### config.mk
export PLATFORM = sky130hd
export DESIGN_NAME = flash_sector_lock_and_timing
export DESIGN_NICKNAME = d
export VERILOG_FILES = /design/src/flash_lock_pkg.sv /design/src/sector_lock_bits.sv /design/src/flash_op_timer.sv /design/src/flash_sector_lock_and_timing.sv
export SDC_FILE = /design/constraint.sdc
export NUM_CORES = 1
export LEC_CHECK = 0
export BUFFER_PORTS_ARGS = -buffer_cell sky130_fd_sc_hd__clkbuf_2
export CAP_MARGIN = 20
export CORE_MARGIN = 5
export CORE_UTILIZATION = 35
export DETAILED_ROUTE_END_ITERATION = 10
export SLEW_MARGIN = 15
export SYNTH_ARGS = -nofsm -noshare
export SYNTH_HDL_FRONTEND = slang
export SYNTH_HIERARCHICAL = 1
export SYNTH_SLANG_ARGS = --single-unit
### constraint.sdc
create_clock -name clk -period 2.5 [get_ports clk]
set_input_delay 0.375 -clock clk [delete_from_list [all_inputs] [get_ports clk]]
set_output_delay 0.375 -clock clk [all_outputs]
set_load 0.01 [all_outputs]
### src/flash_lock_pkg.sv
// shared constants for the flash sector lock and timing block
package flash_lock_pkg;

	// register addresses on the 12-bit register port
	localparam logic [11:0] FLASH_CTRL_ADDR = 12'hFF8;
	localparam logic [11:0] SECTOR_LOCK_ADDR = 12'hFF9;
	localparam logic [11:0] CLK_KHZ_HIGH_ADDR = 12'hFFA;
	localparam logic [11:0] CLK_KHZ_LOW_ADDR = 12'hFFB;

	// key that arms the shared address for the lock register
	localparam logic [7:0] LOCK_KEY = 8'h5E;

	// reset values
	localparam logic [7:0] SECTOR_LOCK_RESET = 8'h00;
	localparam logic [7:0] PAGE_SELECT_RESET = 8'h00;
	localparam logic [7:0] CLK_KHZ_BYTE_RESET = 8'h00;

	// status fields read back at the control address
	localparam int STATUS_ARMED_BIT = 0;
	localparam int STATUS_BUSY_BIT = 1;
	localparam int STATUS_REFUSED_BIT = 2;
	localparam int STATUS_DONE_BIT = 3;

	// lock bit count and sector sizes in bytes
	localparam int SECTOR_COUNT = 8;
	localparam int SECTOR_BYTES_LARGE = 1024;
	localparam int SECTOR_BYTES_SMALL = 512;

	// array sizes in kilobytes that change the sector map
	localparam int FLASH_KB_LARGE = 8;
	localparam int FLASH_KB_2K = 2;
	localparam int FLASH_KB_1K = 1;

	// operation lengths in milliseconds
	localparam int PROGRAM_TIME_MS = 1;
	localparam int ERASE_TIME_MS = 10;

	// operation states
	typedef enum logic [1:0]
	{
		OP_IDLE = 2'b01,
		OP_RUN = 2'b10
	} op_state_type;

endpackage

### src/sector_lock_bits.sv
// set-only sector lock bits with the unused bits of small arrays masked off
`timescale 1ns/1ps
module sector_lock_bits
	import flash_lock_pkg::*;
#(
	parameter logic [SECTOR_COUNT-1:0] USED_MASK = 8'hFF
)
(
	// clock and reset
	input wire logic clk,
	input wire logic reset,
	// write from the register port
	input wire logic lock_write,
	input wire logic [SECTOR_COUNT-1:0] lock_wdata,
	// current lock bits
	output logic [SECTOR_COUNT-1:0] lock_bits
);

	logic [SECTOR_COUNT-1:0] lock_reg; // one bit per sector
	logic [SECTOR_COUNT-1:0] lock_next; // next lock bits

	// bits only ever set; unused bits stay zero
	always_comb
	begin
		lock_next = lock_reg;
		if (lock_write)
			lock_next = lock_reg | (lock_wdata & USED_MASK);
	end

	// power-up reset clears all, meaning unprotected
	always_ff @(posedge clk)
	begin
		if (reset)
			lock_reg <= SECTOR_LOCK_RESET;
		else
			lock_reg <= lock_next;
	end

	assign lock_bits = lock_reg;

endmodule // sector_lock_bits

### src/flash_op_timer.sv
// times a flash operation in milliseconds from the clock rate in kHz
`timescale 1ns/1ps
module flash_op_timer
	import flash_lock_pkg::*;
(
	// clock and reset
	input wire logic clk,
	input wire logic reset,
	// start pulse and length in milliseconds
	input wire logic start,
	input wire logic [15:0] length_ms,
	// clock rate in kHz, equal to cycles per millisecond
	input wire logic [15:0] clk_khz,
	// running level and end pulse
	output logic busy,
	output logic done
);

	logic busy_reg; // operation running
	logic busy_next;
	logic done_reg; // one-cycle end marker
	logic done_next;
	logic [15:0] cyc_reg; // cycles inside the current millisecond
	logic [15:0] cyc_next;
	logic [15:0] ms_reg; // whole milliseconds elapsed
	logic [15:0] ms_next;
	logic ms_tick; // last cycle of a millisecond

	// a zero rate is treated as one cycle per millisecond
	always_comb
	begin
		ms_tick = (clk_khz == 16'h0000) || (cyc_reg == clk_khz - 16'h0001);
		busy_next = busy_reg;
		done_next = 1'b0;
		cyc_next = cyc_reg;
		ms_next = ms_reg;
		if (!busy_reg)
		begin
			// idle: wait for a start
			if (start)
			begin
				busy_next = 1'b1;
				cyc_next = 16'h0000;
				ms_next = 16'h0000;
			end
		end
		else if (ms_tick)
		begin
			// millisecond boundary
			cyc_next = 16'h0000;
			ms_next = ms_reg + 16'h0001;
			if (ms_reg + 16'h0001 >= length_ms)
			begin
				busy_next = 1'b0;
				done_next = 1'b1;
			end
		end
		else
			cyc_next = cyc_reg + 16'h0001;
	end

	// register the timer state
	always_ff @(posedge clk)
	begin
		if (reset)
		begin
			busy_reg <= 1'b0;
			done_reg <= 1'b0;
			cyc_reg <= 16'h0000;
			ms_reg <= 16'h0000;
		end
		else
		begin
			busy_reg <= busy_next;
			done_reg <= done_next;
			cyc_reg <= cyc_next;
			ms_reg <= ms_next;
		end
	end

	assign busy = busy_reg;
	assign done = done_reg;

endmodule // flash_op_timer

### src/flash_sector_lock_and_timing.sv
// flash sector lock, page select and clock-rate registers with op gate
`timescale 1ns/1ps
module flash_sector_lock_and_timing
	import flash_lock_pkg::*;
#(
	parameter int FLASH_KB = 8, // array size in kilobytes
	parameter int ADDR_WIDTH = 13, // byte address width of the array
	parameter logic [15:0] PROGRAM_MS = 16'(PROGRAM_TIME_MS),
	parameter logic [15:0] ERASE_MS = 16'(ERASE_TIME_MS)
)
(
	// clock and power-up reset
	input wire logic clk,
	input wire logic reset,
	// register port
	input wire logic [11:0] reg_addr,
	input wire logic [7:0] reg_wdata,
	input wire logic reg_write,
	input wire logic reg_read,
	output logic [7:0] reg_rdata,
	// operation request from the flash sequencer
	input wire logic op_req,
	input wire logic op_erase,
	input wire logic [ADDR_WIDTH-1:0] op_addr,
	// operation results
	output logic op_accept,
	output logic op_refused,
	output logic op_done,
	output logic array_write_enable,
	output logic array_erase_enable,
	// register contents for the array logic
	output logic [7:0] page_select,
	output logic [SECTOR_COUNT-1:0] sector_lock_bits_out,
	output logic [15:0] flash_clock_khz_value
);

	// sector size and lock mask follow the array size
	localparam int SECTOR_BYTES = (FLASH_KB >= FLASH_KB_LARGE) ?
		SECTOR_BYTES_LARGE : SECTOR_BYTES_SMALL;
	localparam int SECTOR_SHIFT = $clog2(SECTOR_BYTES);
	localparam logic [SECTOR_COUNT-1:0] USED_MASK =
		(FLASH_KB == FLASH_KB_1K) ? 8'h03 :
		(FLASH_KB == FLASH_KB_2K) ? 8'h0F : 8'hFF;

	// sector number of a byte address, used for the lock check
	function automatic logic [2:0] sector_of(input logic [ADDR_WIDTH-1:0] a);
		logic [ADDR_WIDTH-1:0] s;
		s = a >> SECTOR_SHIFT;
		return s[2:0];
	endfunction

	// register port decode
	logic wr_ctrl; // write at the control address
	logic wr_shared; // write at the shared lock / page address
	logic wr_high; // write of the clock-rate high byte
	logic wr_low; // write of the clock-rate low byte
	logic lock_write; // shared write steered to the lock bits
	logic [SECTOR_COUNT-1:0] lock_bits; // current lock bits

	// armed flag and page select
	logic armed_reg; // key seen, next shared write goes to lock
	logic armed_next;
	logic [7:0] page_reg; // page select
	logic [7:0] page_next;

	// clock-rate bytes
	logic [7:0] khz_high_reg; // upper byte of the kHz value
	logic [7:0] khz_high_next;
	logic [7:0] khz_low_reg; // lower byte of the kHz value
	logic [7:0] khz_low_next;
	logic [15:0] clk_khz; // joined kHz value

	// read data
	logic [7:0] rdata_reg; // answer one cycle after the read strobe
	logic [7:0] rdata_next;

	// operation control
	op_state_type state_reg; // operation state
	op_state_type state_next;
	logic erase_reg; // running operation is an erase
	logic erase_next;
	logic accept_reg; // one-cycle accept marker
	logic accept_next;
	logic refused_reg; // one-cycle refuse marker
	logic refused_next;
	logic refused_sticky_reg; // last request was refused
	logic refused_sticky_next;
	logic done_sticky_reg; // last operation finished
	logic done_sticky_next;
	logic done_reg; // registered end pulse
	logic timer_start; // start the operation timer
	logic timer_busy; // operation timer running
	logic timer_done; // operation timer end pulse
	logic [15:0] op_length; // length of the started operation
	logic target_locked; // requested sector is locked
	logic write_en_reg; // program running, level to the array
	logic write_en_next;
	logic erase_en_reg; // erase running, level to the array
	logic erase_en_next;

	// address decode of the register port
	always_comb
	begin
		wr_ctrl = reg_write && (reg_addr == FLASH_CTRL_ADDR);
		wr_shared = reg_write && (reg_addr == SECTOR_LOCK_ADDR);
		wr_high = reg_write && (reg_addr == CLK_KHZ_HIGH_ADDR);
		wr_low = reg_write && (reg_addr == CLK_KHZ_LOW_ADDR);
		lock_write = wr_shared && armed_reg;
	end

	// key arming and page select steering
	always_comb
	begin
		armed_next = armed_reg;
		page_next = page_reg;
		if (wr_ctrl)
			armed_next = (reg_wdata == LOCK_KEY);
		else if (wr_shared)
		begin
			// the key covers one shared write only
			armed_next = 1'b0;
			if (!armed_reg)
				page_next = reg_wdata;
		end
	end

	// clock-rate bytes, software loads kHz
	always_comb
	begin
		khz_high_next = wr_high ? reg_wdata : khz_high_reg;
		khz_low_next = wr_low ? reg_wdata : khz_low_reg;
		clk_khz = {khz_high_reg, khz_low_reg};
	end

	// read mux; unmapped addresses read zero
	always_comb
	begin
		rdata_next = 8'h00;
		if (reg_read)
		begin
			unique case (reg_addr)
				FLASH_CTRL_ADDR:
				begin
					// control address reads back status
					rdata_next[STATUS_ARMED_BIT] = armed_reg;
					rdata_next[STATUS_BUSY_BIT] = timer_busy;
					rdata_next[STATUS_REFUSED_BIT] = refused_sticky_reg;
					rdata_next[STATUS_DONE_BIT] = done_sticky_reg;
				end
				// shared address shows the lock bits while armed
				SECTOR_LOCK_ADDR: rdata_next = armed_reg ? lock_bits : page_reg;
				CLK_KHZ_HIGH_ADDR: rdata_next = khz_high_reg;
				CLK_KHZ_LOW_ADDR: rdata_next = khz_low_reg;
				default: rdata_next = 8'h00;
			endcase
		end
	end

	// register port state
	always_ff @(posedge clk)
	begin
		if (reset)
		begin
			armed_reg <= 1'b0;
			page_reg <= PAGE_SELECT_RESET;
			khz_high_reg <= CLK_KHZ_BYTE_RESET;
			khz_low_reg <= CLK_KHZ_BYTE_RESET;
			rdata_reg <= 8'h00;
		end
		else
		begin
			armed_reg <= armed_next;
			page_reg <= page_next;
			khz_high_reg <= khz_high_next;
			khz_low_reg <= khz_low_next;
			rdata_reg <= rdata_next;
		end
	end

	// set-only lock bits
	sector_lock_bits #(
		.USED_MASK(USED_MASK)
	) i_sector_lock_bits (
		.clk(clk),
		.reset(reset),
		.lock_write(lock_write),
		.lock_wdata(reg_wdata),
		.lock_bits(lock_bits)
	);

	// operation gate: check the lock of the target sector
	always_comb
	begin
		target_locked = lock_bits[sector_of(op_addr)];
		state_next = state_reg;
		erase_next = erase_reg;
		accept_next = 1'b0;
		refused_next = 1'b0;
		refused_sticky_next = refused_sticky_reg;
		done_sticky_next = done_sticky_reg;
		timer_start = 1'b0;
		// length follows the latched kind, not the live request pin
		op_length = erase_reg ? ERASE_MS : PROGRAM_MS;
		unique case (state_reg)
			OP_IDLE:
			begin
				// requests are taken only while idle
				if (op_req)
				begin
					if (target_locked)
					begin
						// locked sector stays untouched
						refused_next = 1'b1;
						refused_sticky_next = 1'b1;
					end
					else
					begin
						accept_next = 1'b1;
						refused_sticky_next = 1'b0;
						done_sticky_next = 1'b0;
						erase_next = op_erase;
						timer_start = 1'b1;
						state_next = OP_RUN;
					end
				end
			end
			OP_RUN:
			begin
				// hold the array enable until the timer ends
				if (timer_done)
				begin
					done_sticky_next = 1'b1;
					state_next = OP_IDLE;
				end
			end
			default: state_next = OP_IDLE;
		endcase
		// array enables follow the next state so they leave a flop
		write_en_next = (state_next == OP_RUN) && !erase_next;
		erase_en_next = (state_next == OP_RUN) && erase_next;
	end

	// operation state registers
	always_ff @(posedge clk)
	begin
		if (reset)
		begin
			state_reg <= OP_IDLE;
			erase_reg <= 1'b0;
			accept_reg <= 1'b0;
			refused_reg <= 1'b0;
			refused_sticky_reg <= 1'b0;
			done_sticky_reg <= 1'b0;
			done_reg <= 1'b0;
			write_en_reg <= 1'b0;
			erase_en_reg <= 1'b0;
		end
		else
		begin
			state_reg <= state_next;
			erase_reg <= erase_next;
			accept_reg <= accept_next;
			refused_reg <= refused_next;
			refused_sticky_reg <= refused_sticky_next;
			done_sticky_reg <= done_sticky_next;
			done_reg <= timer_done;
			write_en_reg <= write_en_next;
			erase_en_reg <= erase_en_next;
		end
	end

	// program and erase timing from the kHz value
	flash_op_timer i_flash_op_timer (
		.clk(clk),
		.reset(reset),
		.start(timer_start),
		.length_ms(op_length),
		.clk_khz(clk_khz),
		.busy(timer_busy),
		.done(timer_done)
	);

	// outputs, all from flip-flops
	assign reg_rdata = rdata_reg;
	assign op_accept = accept_reg;
	assign op_refused = refused_reg;
	assign op_done = done_reg;
	assign array_write_enable = write_en_reg;
	assign array_erase_enable = erase_en_reg;
	assign page_select = page_reg;
	assign sector_lock_bits_out = lock_bits;
	assign flash_clock_khz_value = clk_khz;

endmodule // flash_sector_lock_and_timing

==> Implementation_results.wiki <==
{| class="wikitable"
! Metric !! Value
|-
| FMAX || 368.5 MHz
|-
| Area enclosed by the die boundary || ~0.016 sq mm
|-
| Total count of max-transition violations in the final report || 0
|-
| Top cells by instance count after synthesis || sky130_fd_sc_hd__dfxtp_1, sky130_fd_sc_hd__nor2_1, sky130_fd_sc_hd__mux2i_1
|-
| Cell type with the highest aggregate area in the netlist || sky130_fd_sc_hd__dfxtp_1
|-
| Initial antenna violation count || 0
|-
| Class of the most critical hold timing path || in -> reg
|-
| Cell area after technology mapping || between 0.004 and 0.005 sq mm
|-
| Worst setup EP type || register
|-
| Fin Clk Skew || 0.004748 ns
|-
| Biggest area contributors in the synthesized netlist || sky130_fd_sc_hd__dfxtp_1, sky130_fd_sc_hd__mux2i_1, sky130_fd_sc_hd__ha_1, sky130_fd_sc_hd__nor2_1, sky130_fd_sc_hd__xnor2_1
|-
| Routed wirelength normalized by instance count || between 15 and 20 microns
|-
| Signal arrival time at the worst endpoint || 2.99 ns
|-
| Total of max-cap violations || 0
|-
| Clk slew on worst S/H paths || 0.06 ns
|-
| First-pass GRT wire length || 22.75 mm
|-
| Crit path from || khz_low_reg[1]
|-
| Number of cells on the worst reg-to-reg path || 11
|-
| Aggregate routed wire length || between 10 and 15 mm
|-
| Final core occ || ~47%
|-
| Hold path cells || 3
|-
| Post-synthesis instance total || 578
|-
| IO buf count || 73
|-
| Maximum ir drop on the vdd rail || 455.8 uV
|-
| Number of sinks on the clock net || 85
|-
| Fraction of the yosys area taken by sequential cells || 34.72%
|-
| Launch point of the worst reg-to-reg path || khz_low_reg[1]
|-
| Register bit total from synthesis || 85
|-
| Average footprint of a synthesized cell || 8.479 sq um
|-
| Vias || 4773
|-
| Critical Setup Path Class || reg -> reg
|-
| Area taken by multi-input logic gates || around 0.0031 sq mm
|-
| Final total negative setup slack || -4.815 ns
|-
| Count of fill cells added during filler insertion || roughly 1300
|-
| Number of buffers inserted for hold repair after clock tree synthesis || 0
|-
| Area growth from synthesis to layout || 33.62%
|-
| Die W || about 130 microns
|-
| Starting Density || 35.44%
|-
| H-tree levels || 3
|-
| Setup ws final || -0.2136 ns
|-
| Period utilization || 108.5%
|-
| Total half-perimeter wirelength after legalization and detailed placement || 10.53 mm
|-
| Clock period minus worst slack || approximately 2.7 ns
|-
| Type of origin of the critical path || register
|-
| Longest Clk Path Bufs || 2
|-
| Remaining number of nets flagged by the antenna check after routing || 0
|-
| Reg2reg end || i_flash_op_timer/ms_reg[11]
|-
| Iteration-0 DRC Markers || ~280
|-
| Clock Tree Root || sky130_fd_sc_hd__clkbuf_16
|-
| Final Wtd Congestion || 0.8371
|-
| Number of flops mapped to enable cells by yosys || 0
|-
| Leakage Power || 2.945 nW
|-
| TritonCTS clock tree || built
|-
| Worst Min Path Start || op_erase
|-
| Overall global routing resource usage || 17.06%
|-
| Power density cells || 520.0 mW/mm^2
|-
| Clock buffers created by TritonCTS || 9
|-
| Power after layout || 3.406 mW
|-
| Later-pin clock latency in the skew report || around 0.35 ns
|-
| Worst Path Required || 2.78 ns
|-
| Final setup violating endpoints || 31
|-
| Final nets || 794
|-
| Antenna diode count || 0
|-
| I/O Pins || 84
|-
| Status || finished, violations left
|-
| Standard-cell row count || 43
|-
| Top-count cell post-synth || sky130_fd_sc_hd__dfxtp_1
|-
| Area share of the largest cell type after synthesis || 34.72%
|-
| Failing checks || setup timing
|-
| Distinct cell type count of the synthesized netlist || 64
|-
| Drc violations || 0
|-
| Count of synthesis-stage warnings from yosys || 6
|-
| Critical Path Sink || i_flash_op_timer/ms_reg[11]
|-
| Remaining max-slew budget at the tightest pin || 35.26%
|-
| Fraction of final layout cells sized beyond drive strength 1 || around 30%
|-
| Slew @ Worst Pin || just under 1 ns
|-
| Post-synthesis async set-or-reset flop share || 0%
|-
| Dominant register cell in the synthesized netlist || sky130_fd_sc_hd__dfxtp_1
|-
| Final hold violation count || 0
|-
| Floorplan die height || 128.3 microns
|-
| Pin count of the biggest net entering global routing || 47
|-
| Core footprint || 0.01383 sq mm
|-
| Count of TritonRoute iterations in the first routing pass || 4
|-
| Unrepaired setup endpoints after global routing || true
|-
| Post-DR vias/cell || 5.199
|-
| R2r setup slk || -0.21 ns
|-
| Global-route congestion overflow total || 0
|-
| Via count of the first global-routing pass || 4700
|-
| Highest fanout seen on the critical path || 8
|-
| Total area of sequential cells || 0.001718 sq mm
|}
[placed cells by master (no fill, tap or decap), drive strengths merged, types with 7 or more instances in the layout]
master	synthesis	final
a211oi	7	7
a21o	12	12
a21oi	30	30
a31oi	12	12
and3	14	14
buf	8	78
clkbuf	12	84
conb	1	13
dfxtp	85	85
ha	22	22
inv	33	34
mux2i	38	38
nand2	30	30
nand2b	19	19
nand3	26	26
nand4	8	8
nor2	67	67
nor3	13	13
o21ai	30	30
or4	7	7
xnor2	23	23
xor2	10	10
[worst max-delay path, stage by stage (launching register included)]
cell and delay (ns):
sky130_fd_sc_hd__dfxtp_2 0.33, sky130_fd_sc_hd__inv_1 0.08, sky130_fd_sc_hd__ha_1 0.18, sky130_fd_sc_hd__or3b_4 0.43, sky130_fd_sc_hd__nor4_4 0.15, sky130_fd_sc_hd__xnor2_1 0.16
sky130_fd_sc_hd__nand4_1 0.18, sky130_fd_sc_hd__a2111oi_4 0.36, sky130_fd_sc_hd__buf_12 0.16, sky130_fd_sc_hd__o21ai_2 0.13, sky130_fd_sc_hd__or3_1 0.34, sky130_fd_sc_hd__a21oi_1 0.13
[per-layer routing]
layer / GRT usage, % / share of wire, %
met3: 4.691 / 5.7
met1: 21.63 / 45
met4: 4.994 / 1.8
met5: 0 / 0
met2: 28.38 / 47
[worst min path at each step]
stage                     slack [ns]                          end
final                           0.31                    erase_reg
after floorplan                 0.45                      op_done
after detailed placement        0.47  i_flash_op_timer/ms_reg[15]
after global placement          0.46  i_flash_op_timer/ms_reg[15]
after global routing            0.31                    erase_reg
after CTS                       0.31                    erase_reg
[per-stage QoR]
step / instances / setup WS [ns] / hold slack [ns] / cell area (sq um)
after floorplan: 590 / -0.1486 / 0.4466 / 5039
after global placement: 890 / -0.2169 / 0.4577 / 6051
after detailed placement: 890 / -0.2426 / 0.4698 / 6051
after CTS: 915 / -0.2407 / 0.3069 / 6494
after global routing: 918 / -0.4024 / 0.3073 / 6549
final: 918 / -0.2136 / 0.3133 / 6549
[cell type report]
class                   count  area share, %
inverters                  33          1.891
multi-input cells         452          48.01
repair buffers            152          15.25
clock buffers              10          3.496
clock inverters             6          1.681
flip-flops and latches     85          26.23
well taps                 180          3.439
[where the power goes]
group	internal, mW	switching, mW
registers	1.39	0.0303
clock network	0.977	0.559
logic	0.181	0.272
[cell families after synthesis]
kind of cell	share of synthesized area (%)
buffers and inverters	4.570
AOI/OAI and AO/OA	16.39
other	0.07652
muxes	8.910
adders and majority gates	5.616
and+or+nand+nor	23.82
xor gates and xnor gates	5.897
DFF	34.72
[repair_timing]
item,4_1_cts,5_1_grt
gates cloned,1,1
pin swaps,5,2
endpoints found under the setup margin,33,34
gates resized for setup,12,8
buffers inserted,8,1
endpoints found under the hold margin,0,0
Power figures use the tool's default switching activity.
